$ cat src/design/reset_ram_backup_defines.vh
// Register map, field positions, reset values and codes for the sequencer
`ifndef RESET_RAM_BACKUP_DEFINES_VH
`define RESET_RAM_BACKUP_DEFINES_VH

// ----------------------------------------------------------------
// Register byte offsets
// ----------------------------------------------------------------
`define ADDR_STATUS 8'h00
`define ADDR_IRQCTL 8'h04
`define ADDR_TIMCTL 8'h08
`define ADDR_RETAIN 8'h0C
`define ADDR_FLAGS 8'h10

// ----------------------------------------------------------------
// Field positions
// ----------------------------------------------------------------
`define EI_LEVEL_BIT 2
`define EI_WAKE_BIT 3
`define FL_EXT 0
`define FL_T1 1
`define FL_CONV 2
`define FL_T2 3

// ----------------------------------------------------------------
// Reset and start values
// ----------------------------------------------------------------
`define PC_START 11'h000
`define SP_INIT 3'h7
`define NIB_RST 4'h0
`define WDT_EN_RST 1'b0
`define PD_COLD 1'b0
`define PD_WARM 1'b1

// ----------------------------------------------------------------
// Instruction codes seen on the decode strobe
// ----------------------------------------------------------------
`define OP_OTHER 3'h0
`define OP_ARM 3'h1
`define OP_POWER_OFF 3'h2
`define OP_WDT_RESTART 3'h3
`define OP_SKIP_PD 3'h4

`endif

$ cat src/design/reset_and_ram_backup_control.v
// Reset and RAM retention sequencer with a Wishbone register slave
`timescale 1ns/1ps
`default_nettype none
`include "reset_ram_backup_defines.vh"

// Operation
// - Every reset and its release start execution at page 0 address 0.
// - Reset clears the global interrupt enable.
// - State without a reset value is undefined; software initialises it.
// - Retention entered only when power-off directly follows the arming op.
// - Power-off without the arming op just before is a no-operation.
// - Retention stops the oscillator; RAM and reset circuit keep working.
// - Retention ends only on an external wake-up input or a low reset pin.
// - Warm start resumes at page 0 address 0 with power-down flag 1.
// - Pin or watchdog reset resumes at address 0 with power-down flag 0.
// - Software tests the power-down flag with a skip-if-set op.
// - RAM, ports, timer two, wake, pull-up controls survive; clock control does not.
// - Warm start reinitialises CPU registers, timer one, irq, watchdog.
// - Warm start sets the stack pointer to level 7.
// - Timer two state and its flag are undefined after retention.
// - Anything not retained or reinitialised is undefined after retention.
// - At reset ports are high-impedance, latches 1, pull-ups off.
module reset_and_ram_backup_control #(
    parameter WDT_WIDTH = 16
) (
    // Clock and reset
    input wire sys_clk,
    input wire rst_b,
    // Wishbone slave
    input wire wb_cyc_i,
    input wire wb_stb_i,
    input wire wb_we_i,
    input wire [7:0] wb_adr_i,
    input wire [3:0] wb_sel_i,
    input wire [31:0] wb_dat_i,
    output reg [31:0] wb_dat_o,
    output reg wb_ack_o,
    // Pins
    input wire resetPin_b,
    input wire [3:0] keyPins,
    input wire intPin,
    // Instruction decode and peripheral events
    input wire instrStrobe,
    input wire [2:0] instrCode,
    input wire [3:0] flagEvents,
    // CPU and clock control
    output reg cpuInit,
    output reg [10:0] pcStart,
    output reg [2:0] stackInit,
    output reg clockRun,
    output reg skipNext,
    output reg powerDownFlag,
    output reg irqGlobalEnable,
    // Port control
    output reg portHighZ,
    output reg portLatchSet,
    output reg pullupOff
);

// ----------------------------------------------------------------
// States
// ----------------------------------------------------------------
localparam ST_RUN = 2'h0;
localparam ST_RETAIN = 2'h1;
localparam ST_WARM = 2'h2;
localparam ST_COLD = 2'h3;

reg [1:0] state;
reg [1:0] next_state;
reg armed;

// Reinitialised on every start
reg [3:0] irqControlFirst;
reg [3:0] irqControlSecond;
reg [3:0] timerOneControl;
reg [3:0] clockControlReg;
reg watchdogEnableFlag;
reg watchdogStatusFlag;
reg [WDT_WIDTH-1:0] watchdogCounter;
reg [2:0] eventFlags;

// Kept across retention, reset only cold
reg [3:0] wakeControlFirst;
reg [3:0] pullupControlFirst;
reg [3:0] extIrqControl;
reg [3:0] converterControl;
reg [3:0] timerTwoControl;
reg [3:0] timerAuxControl;

// Neither kept nor reinitialised by a start
reg timerTwoIrqFlag;

// ----------------------------------------------------------------
// Pin synchronisers
// ----------------------------------------------------------------
reg rpSync1;
reg rpSync2;
reg rpSync3;
reg resetPinLow;
reg [4:0] wakeSync1;
reg [4:0] wakeSync2;
reg [4:0] wakeSync3;
reg [4:0] wakeLevel;

// A level counts only once stages two and three agree
always @(posedge sys_clk or negedge rst_b) begin
    if (!rst_b) begin
        rpSync1 <= 1'b1;
        rpSync2 <= 1'b1;
        rpSync3 <= 1'b1;
        resetPinLow <= 1'b0;
        wakeSync1 <= 5'h1F;
        wakeSync2 <= 5'h1F;
        wakeSync3 <= 5'h1F;
        wakeLevel <= 5'h1F;
    end else begin
        rpSync1 <= resetPin_b;
        rpSync2 <= rpSync1;
        rpSync3 <= rpSync2;
        if (rpSync2 == rpSync3) begin
            resetPinLow <= ~rpSync3;
        end
        wakeSync1 <= {intPin, keyPins};
        wakeSync2 <= wakeSync1;
        wakeSync3 <= wakeSync2;
        wakeLevel <= (wakeSync2 & wakeSync3)
            | (wakeLevel & (wakeSync2 ^ wakeSync3));
    end
end

// ----------------------------------------------------------------
// Decode
// ----------------------------------------------------------------
wire isArm = instrStrobe & (instrCode == `OP_ARM);
wire isPowerOff = instrStrobe & (instrCode == `OP_POWER_OFF);
wire isWdtRestart = instrStrobe & (instrCode == `OP_WDT_RESTART);
wire isSkipPd = instrStrobe & (instrCode == `OP_SKIP_PD);
wire enterRetain = isPowerOff & armed & (state == ST_RUN);

// Keys wake on a low level; the int pin on its chosen level
wire [3:0] keyWake = ~wakeLevel[3:0] & wakeControlFirst;
wire intWake = extIrqControl[`EI_WAKE_BIT]
    & (wakeLevel[4] == extIrqControl[`EI_LEVEL_BIT]);
wire wakeUp = (|keyWake) | intWake;

wire wdtOverflow = (state == ST_RUN) & watchdogEnableFlag
    & (&watchdogCounter);
wire wdtReset = wdtOverflow & watchdogStatusFlag;
wire coldCause = resetPinLow | wdtReset;
wire restart = (state == ST_WARM) | (state == ST_COLD);

// ----------------------------------------------------------------
// Sequencer
// ----------------------------------------------------------------
always @* begin
    next_state = state;
    case (state)
        ST_RUN: begin
            if (coldCause) begin
                next_state = ST_COLD;
            end else if (enterRetain) begin
                next_state = ST_RETAIN;
            end
        end
        ST_RETAIN: begin
            // Clock is stopped here, so only pins can end it
            if (resetPinLow) begin
                next_state = ST_COLD;
            end else if (wakeUp) begin
                next_state = ST_WARM;
            end
        end
        ST_WARM: begin
            if (resetPinLow) begin
                next_state = ST_COLD;
            end else begin
                next_state = ST_RUN;
            end
        end
        default: begin
            if (!resetPinLow) begin
                next_state = ST_RUN;
            end
        end
    endcase
end

always @(posedge sys_clk or negedge rst_b) begin
    if (!rst_b) begin
        state <= ST_COLD;
        armed <= 1'b0;
        cpuInit <= 1'b1;
        pcStart <= `PC_START;
        stackInit <= `SP_INIT;
        clockRun <= 1'b1;
        skipNext <= 1'b0;
        powerDownFlag <= `PD_COLD;
        portHighZ <= 1'b1;
        portLatchSet <= 1'b1;
        pullupOff <= 1'b1;
    end else begin
        state <= next_state;
        // Any instruction in between disarms power-off
        if (restart) begin
            armed <= 1'b0;
        end else if (instrStrobe) begin
            armed <= isArm;
        end
        cpuInit <= (next_state != ST_RUN);
        pcStart <= `PC_START;
        stackInit <= `SP_INIT;
        clockRun <= (next_state != ST_RETAIN);
        skipNext <= isSkipPd & powerDownFlag;
        // Cleared as the cold state is entered, not one cycle later
        if (next_state == ST_COLD) begin
            powerDownFlag <= `PD_COLD;
        end else if (enterRetain) begin
            powerDownFlag <= `PD_WARM;
        end
        portHighZ <= (next_state == ST_COLD);
        portLatchSet <= (next_state == ST_COLD);
        pullupOff <= (next_state == ST_COLD);
    end
end

// ----------------------------------------------------------------
// Wishbone slave
// ----------------------------------------------------------------
wire wbReq = wb_cyc_i & wb_stb_i;
wire wbWr = wbReq & wb_we_i & wb_ack_o;
wire [31:0] byteMask = {{8{wb_sel_i[3]}}, {8{wb_sel_i[2]}},
    {8{wb_sel_i[1]}}, {8{wb_sel_i[0]}}};

function [31:0] merge;
    input [31:0] old;
    input [31:0] data;
    input [31:0] mask;
    begin
        merge = (old & ~mask) | (data & mask);
    end
endfunction

wire [31:0] irqWord = merge({20'h0, irqControlSecond,
    irqControlFirst, 3'h0, irqGlobalEnable}, wb_dat_i, byteMask);
wire [31:0] timWord = merge({23'h0, watchdogEnableFlag,
    clockControlReg, timerOneControl}, wb_dat_i, byteMask);
wire [31:0] retWord = merge({8'h0, timerAuxControl, timerTwoControl,
    converterControl, extIrqControl, pullupControlFirst,
    wakeControlFirst}, wb_dat_i, byteMask);
wire [3:0] flagClear = (wbWr && wb_adr_i == `ADDR_FLAGS)
    ? (wb_dat_i[3:0] & byteMask[3:0]) : 4'h0;

reg [31:0] readMux;
always @* begin
    if (wb_adr_i == `ADDR_STATUS) begin
        readMux = {26'h0, watchdogStatusFlag, armed, state,
            1'b0, powerDownFlag};
    end else if (wb_adr_i == `ADDR_IRQCTL) begin
        readMux = {20'h0, irqControlSecond, irqControlFirst,
            3'h0, irqGlobalEnable};
    end else if (wb_adr_i == `ADDR_TIMCTL) begin
        readMux = {23'h0, watchdogEnableFlag, clockControlReg,
            timerOneControl};
    end else if (wb_adr_i == `ADDR_RETAIN) begin
        readMux = {8'h0, timerAuxControl, timerTwoControl,
            converterControl, extIrqControl, pullupControlFirst,
            wakeControlFirst};
    end else if (wb_adr_i == `ADDR_FLAGS) begin
        readMux = {28'h0, timerTwoIrqFlag, eventFlags};
    end else begin
        readMux = 32'h0000_0000;
    end
end

always @(posedge sys_clk or negedge rst_b) begin
    if (!rst_b) begin
        wb_ack_o <= 1'b0;
        wb_dat_o <= 32'h0000_0000;
    end else begin
        wb_ack_o <= wbReq & ~wb_ack_o;
        if (wbReq & ~wb_ack_o) begin
            wb_dat_o <= readMux;
        end
    end
end

// ----------------------------------------------------------------
// Registers cleared on every start
// ----------------------------------------------------------------
always @(posedge sys_clk or negedge rst_b) begin
    if (!rst_b) begin
        irqGlobalEnable <= 1'b0;
        irqControlFirst <= `NIB_RST;
        irqControlSecond <= `NIB_RST;
        timerOneControl <= `NIB_RST;
        clockControlReg <= `NIB_RST;
        watchdogEnableFlag <= `WDT_EN_RST;
        eventFlags <= 3'h0;
    end else if (restart) begin
        irqGlobalEnable <= 1'b0;
        irqControlFirst <= `NIB_RST;
        irqControlSecond <= `NIB_RST;
        timerOneControl <= `NIB_RST;
        clockControlReg <= `NIB_RST;
        watchdogEnableFlag <= `WDT_EN_RST;
        eventFlags <= 3'h0;
    end else begin
        if (wbWr && wb_adr_i == `ADDR_IRQCTL) begin
            irqGlobalEnable <= irqWord[0];
            irqControlFirst <= irqWord[7:4];
            irqControlSecond <= irqWord[11:8];
        end
        if (wbWr && wb_adr_i == `ADDR_TIMCTL) begin
            timerOneControl <= timWord[3:0];
            clockControlReg <= timWord[7:4];
            watchdogEnableFlag <= timWord[8];
        end
        // A new event beats a clear in the same cycle
        eventFlags <= (eventFlags & ~flagClear[2:0])
            | flagEvents[2:0];
    end
end

// ----------------------------------------------------------------
// Watchdog
// ----------------------------------------------------------------
// First overflow marks, second overflow resets cold
always @(posedge sys_clk or negedge rst_b) begin
    if (!rst_b) begin
        watchdogCounter <= {WDT_WIDTH{1'b0}};
        watchdogStatusFlag <= 1'b0;
    end else if (restart) begin
        watchdogCounter <= {WDT_WIDTH{1'b0}};
        watchdogStatusFlag <= 1'b0;
    end else begin
        if (isWdtRestart) begin
            watchdogCounter <= {WDT_WIDTH{1'b0}};
        end else if (state == ST_RUN && watchdogEnableFlag) begin
            watchdogCounter <= watchdogCounter + 1'b1;
        end
        if (wdtOverflow) begin
            watchdogStatusFlag <= 1'b1;
        end
    end
end

// ----------------------------------------------------------------
// Registers kept across retention
// ----------------------------------------------------------------
always @(posedge sys_clk or negedge rst_b) begin
    if (!rst_b) begin
        wakeControlFirst <= `NIB_RST;
        pullupControlFirst <= `NIB_RST;
        extIrqControl <= `NIB_RST;
        converterControl <= `NIB_RST;
        timerTwoControl <= `NIB_RST;
        timerAuxControl <= `NIB_RST;
    end else if (state == ST_COLD) begin
        wakeControlFirst <= `NIB_RST;
        pullupControlFirst <= `NIB_RST;
        extIrqControl <= `NIB_RST;
        converterControl <= `NIB_RST;
        timerTwoControl <= `NIB_RST;
        timerAuxControl <= `NIB_RST;
    end else if (wbWr && wb_adr_i == `ADDR_RETAIN) begin
        wakeControlFirst <= retWord[3:0];
        pullupControlFirst <= retWord[7:4];
        extIrqControl <= retWord[11:8];
        converterControl <= retWord[15:12];
        timerTwoControl <= retWord[19:16];
        timerAuxControl <= retWord[23:20];
    end
end

// Starts leave it alone; software can only clear it through the flags register
always @(posedge sys_clk or negedge rst_b) begin
    if (!rst_b) begin
        timerTwoIrqFlag <= 1'b0;
    end else begin
        timerTwoIrqFlag <= (timerTwoIrqFlag & ~flagClear[`FL_T2])
            | flagEvents[`FL_T2];
    end
end

endmodule // reset_and_ram_backup_control
`default_nettype wire

$ cat config.mk
export PLATFORM = sky130hd
export DESIGN_NAME = reset_and_ram_backup_control
export DESIGN_NICKNAME = d
export VERILOG_FILES = /design/src/design/reset_and_ram_backup_control.v
export VERILOG_INCLUDE_DIRS = /design/src /design/src/design
export SDC_FILE = /design/constraint.sdc
export NUM_CORES = 1
export LEC_CHECK = 0
export BUFFER_PORTS_ARGS = -buffer_cell sky130_fd_sc_hd__buf_4
export CAP_MARGIN = 20
export CELL_PAD_IN_SITES_DETAIL_PLACEMENT = 2
export CELL_PAD_IN_SITES_GLOBAL_PLACEMENT = 2
export CORE_MARGIN = 3
export CORE_UTILIZATION = 38
export CTS_CLUSTER_DIAMETER = 200
export DETAILED_ROUTE_END_ITERATION = 10
export GPL_TIMING_DRIVEN = 0
export PLACE_DENSITY_LB_ADDON = 0.2
export RECOVER_POWER = 100
export SYNTH_ARGS = -nofsm -noshare
export SYNTH_HDL_FRONTEND = slang
export SYNTH_SLANG_ARGS = --single-unit
$ cat constraint.sdc
create_clock -name sys_clk -period 2.7 [get_ports sys_clk]
set_input_delay 0.54 -clock sys_clk [delete_from_list [all_inputs] [get_ports sys_clk]]
set_output_delay 0.54 -clock sys_clk [all_outputs]
set_load 0.01 [all_outputs]
==> flow_summary.rst <==
.. list-table::
   :header-rows: 1

   * - Metric
     - Value
   * - Synthesis warning total
     - 0
   * - Yosys top cell area share
     - 41.02%
   * - Final nets
     - 694
   * - Final setup violation count
     - 0
   * - Post-route fraction of the period consumed by the critical path
     - 89.42%
   * - Setup Crit Path Kind
     - input pin to flop
   * - Routed vias
     - 4,423
   * - Sequential-to-total area share from yosys stat
     - 54.12%
   * - Detail Route Antenna Nets
     - 0
   * - Total negative slack
     - 0 ns
   * - First-iteration detailed-routing DRC count
     - 221
   * - Share of synthesized cell area in and, or, nand and nor gates
     - 17.12%
   * - # Post-CTS Setup Buffers
     - 0
   * - # Max-Cap Violations
     - 0
   * - Vias in the first global route
     - 5,160
   * - Post-synth EDFFs
     - 0
   * - Library cells used by synthesis
     - 55
   * - DRT Pass-1 Iters
     - 4
   * - Dpl hpwl
     - 12,320 um
   * - Yosys top cell by area
     - sky130_fd_sc_hd__dfrtp_1
   * - Final design utilization
     - 49.79%
   * - Num CTS Buffers
     - 17
   * - Leakage component of the power
     - 3.097 nW
   * - Top Ports
     - 118
   * - Element type at the critical path start
     - input pin
   * - Avg WL per Cell
     - 21.78 um
   * - Fraction of synthesis flops using an asynchronous set or reset pin
     - 100.0%
   * - Hold slack final
     - 0.2240 ns
   * - Number of gates resized after CTS
     - 0
   * - Top area cells in the synthesized netlist
     - sky130_fd_sc_hd__dfrtp_1, sky130_fd_sc_hd__dfstp_2, sky130_fd_sc_hd__mux2i_1
   * - Die height
     - 127.5 um
   * - Area added between synthesis and finish
     - 25.52%
   * - Clk sinks
     - 120
   * - Total wire length after detailed routing
     - 17,810 um
   * - Peak VDD IR
     - 0.0004490 V
   * - Post-Syn Area per Cell
     - 11.25 um^2
   * - Fraction of layout instances using a drive strength above 1
     - 25.71%
   * - Post-layout min period
     - 2.414 ns
   * - Worst Path Max Fanout
     - 10
   * - Hold Buf Count CTS
     - 0
   * - Die Outline Area
     - 16,270 um^2
   * - Worst endpoint required time
     - 3.06 ns
   * - Number of buffers on the longest clock path
     - 2
   * - Clock latency at the later pin of the worst-skew pair
     - 0.42 ns
   * - Floorplan Core Area
     - 14,150 um^2
   * - Most frequent cells in the layout
     - sky130_fd_sc_hd__dfrtp_1, sky130_fd_sc_hd__buf_4, sky130_fd_sc_hd__clkbuf_1
   * - DR DRC count
     - 0
   * - Count of standard-cell rows
     - 43
   * - Arrival time reported for the critical path endpoint
     - 2.77 ns
   * - Total congestion overflow
     - 0
   * - Hold violation count in the final report
     - 0
   * - Dominant combinational cell family by area after synthesis
     - simple AND/OR/NAND/NOR gates
   * - Synth Flop Type
     - sky130_fd_sc_hd__dfrtp_1
   * - Pin count of the biggest net entering global routing
     - 73
   * - Crit end category
     - flop
   * - Clock tree from TritonCTS
     - built
   * - Power consumption
     - 4.627 mW
   * - Slew @ Worst Pin
     - 1.219 ns
   * - Type of the worst min-delay path
     - input pin to flop
   * - Number of inserted diodes
     - 0
   * - Synth Area in Compound Gates
     - 9.853%
   * - CTS root buf
     - sky130_fd_sc_hd__clkbuf_16
   * - Adder-cell area share of the yosys netlist
     - 1.337%
   * - Most frequent standard cell in the layout excluding fill and tap cells
     - sky130_fd_sc_hd__dfrtp_1
   * - Total of buffers placed on input and output ports
     - 85
   * - Power per Cell Area
     - 656.8 nW/um^2
   * - Synthesized cell area
     - 5613 um^2
   * - Proportion of synthesized area in mux cells
     - 9.786%
   * - Via density per instance
     - 5.407
   * - Tightest slew margin relative to the limit
     - 18.75%
   * - Cells after synthesis
     - 499
   * - Pins over their slew limit
     - 0
   * - Clock tree skew after final layout
     - 0.008306 ns
   * - Last weighted congestion value of the routability-driven placer
     - 0.7841
   * - GR Util All Layers
     - 23.32%
   * - Run status
     - finished clean
   * - Synthesized flop and latch total
     - 120
   * - Die Wd
     - 127.5 um
   * - H-Tree Level Count
     - 4
   * - Highest clock rate
     - 414.2 MHz
   * - XOR/XNOR Fraction of Synth Area
     - 1.560%
   * - Final design instance area without fill
     - 7046 um^2
   * - Clock-pin slew on the worst setup and hold paths
     - 0.06 ns
   * - First-pass GRT wire length
     - 29,020 um
   * - RSZ-0062 raised after global routing
     - false
   * - Initial antenna violation count
     - 0
   * - Area of placed instances
     - 6583 um^2
   * - Starting density of the core
     - 39.67%
==> final timing paths <==
path / endpoint / cells past startpoint / start / slack, ns
max: wb_dat_o[23]$_DFFE_PN0P_ / 7 / wb_adr_i[7] / 0.29
min: wakeSync1[4]$_DFF_PN1_ / 1 / intPin / 0.22
max reg2reg: wakeControlFirst[3]$_DFFE_PN0P_ / 4 / wb_ack_o$_DFF_PN0_ / 0.32
min reg2reg: wakeSync2[0]$_DFF_PN1_ / 0 / wakeSync1[0]$_DFF_PN1_ / 0.36
max in group asynchronous: timerOneControl[2]$_DFFE_PN0P_ / 2 / rst_b / 0.61
min in group asynchronous: watchdogCounter[6]$_DFFE_PN0P_ / 1 / rst_b / 0.37
==> cell usage after synthesis, types with 3 or more instances <==
master and count:
sky130_fd_sc_hd__xor2_1 4, sky130_fd_sc_hd__a21oi_1 12, sky130_fd_sc_hd__nor2_1 52, sky130_fd_sc_hd__nor3_1 6, sky130_fd_sc_hd__nor4_1 7, sky130_fd_sc_hd__xnor2_1 6, sky130_fd_sc_hd__clkbuf_1 18, sky130_fd_sc_hd__dfrtp_1 92
sky130_fd_sc_hd__buf_1 5, sky130_fd_sc_hd__o31ai_1 4, sky130_fd_sc_hd__ha_1 6, sky130_fd_sc_hd__mux2_2 3, sky130_fd_sc_hd__buf_4 26, sky130_fd_sc_hd__o21ai_0 15, sky130_fd_sc_hd__nand3b_1 8, sky130_fd_sc_hd__and2_1 3
sky130_fd_sc_hd__nor2_2 14, sky130_fd_sc_hd__a22o_1 14, sky130_fd_sc_hd__mux2i_1 47, sky130_fd_sc_hd__and3_1 4, sky130_fd_sc_hd__inv_1 13, sky130_fd_sc_hd__a21o_1 5, sky130_fd_sc_hd__nand3_1 9, sky130_fd_sc_hd__or4_1 4
sky130_fd_sc_hd__nor2b_1 4, sky130_fd_sc_hd__nor3b_1 3, sky130_fd_sc_hd__o311ai_0 5, sky130_fd_sc_hd__or3_1 3, sky130_fd_sc_hd__a22oi_1 3, sky130_fd_sc_hd__dfstp_2 28, sky130_fd_sc_hd__a311oi_1 5, sky130_fd_sc_hd__nand2b_1 4
sky130_fd_sc_hd__or2_2 3, sky130_fd_sc_hd__nand4_1 6, sky130_fd_sc_hd__nand2_1 25, sky130_fd_sc_hd__nor4_4 5
==> power breakdown <==
group          internal (mW)  leakage [nW]  switching [mW]  total (mW)
Combinational          0.134          1.25           0.242       0.376
Sequential              1.86          1.56          0.0269        1.89
Clock                   1.50         0.282           0.865        2.36
==> stage by stage <==
stage | instances | setup WS (ns)
6_report | 818 | 0.2856
3_5_place_dp | 785 | 0.008707
3_3_place_gp | 784 | 0.001742
5_1_grt | 818 | 0.1153
2_1_floorplan | 519 | 0.5219
4_1_cts | 817 | 0.3375
==> area by class of cell <==
| class | count | area [um^2] |
|---|---|---|
| clock inverter | 11 | 146.4 |
| fill | 1486 | 7104 |
| inverter | 13 | 48.80 |
| sequential | 120 | 3038 |
| timing repair buffer | 87 | 530.5 |
| clock buffer | 21 | 460.4 |
| multi-input combinational | 336 | 2306 |
| tap | 180 | 225.2 |
| buffer | 50 | 290.3 |
==> state kept, by name, summed over array words and instances (netlist names), 5 cells and up <==
| register | cells |
|---|---|
| wakeSync3 | 5 |
| wakeLevel | 5 |
| wb_dat_o | 24 |
| wakeSync1 | 5 |
| wakeSync2 | 5 |
| watchdogCounter | 16 |
==> routing by layer <==
layer | global-route usage, % | vias to the layer above | routed length [um]
li1 | - | 1987 | -
met1 | 28.14 | 2311 | 7270
met2 | 41.56 | 104 | 9507
met3 | 5.602 | 21 | 817
met4 | 6.372 | 0 | 218
met5 | 0 | - | 0
==> logic make-up (layout without fill, tap and decap cells) <==
family / after synthesis / count (layout)
fa+ha+maj: 6 / 6
xor+xnor: 10 / 10
buf+inv: 63 / 182
simple gates: 168 / 168
mux: 52 / 52
flops: 120 / 120
compound gates: 78 / 78
other cells: 2 / 22
==> critical path, cell delays in order <==
cell and delay (ns):
sky130_fd_sc_hd__clkbuf_4 0.11, sky130_fd_sc_hd__or2_2 0.31, sky130_fd_sc_hd__clkbuf_2 0.29, sky130_fd_sc_hd__nor4_1 0.76
sky130_fd_sc_hd__and3_1 0.37, sky130_fd_sc_hd__buf_4 0.22, sky130_fd_sc_hd__a22o_1 0.16
(Power assumes the default switching activity.)
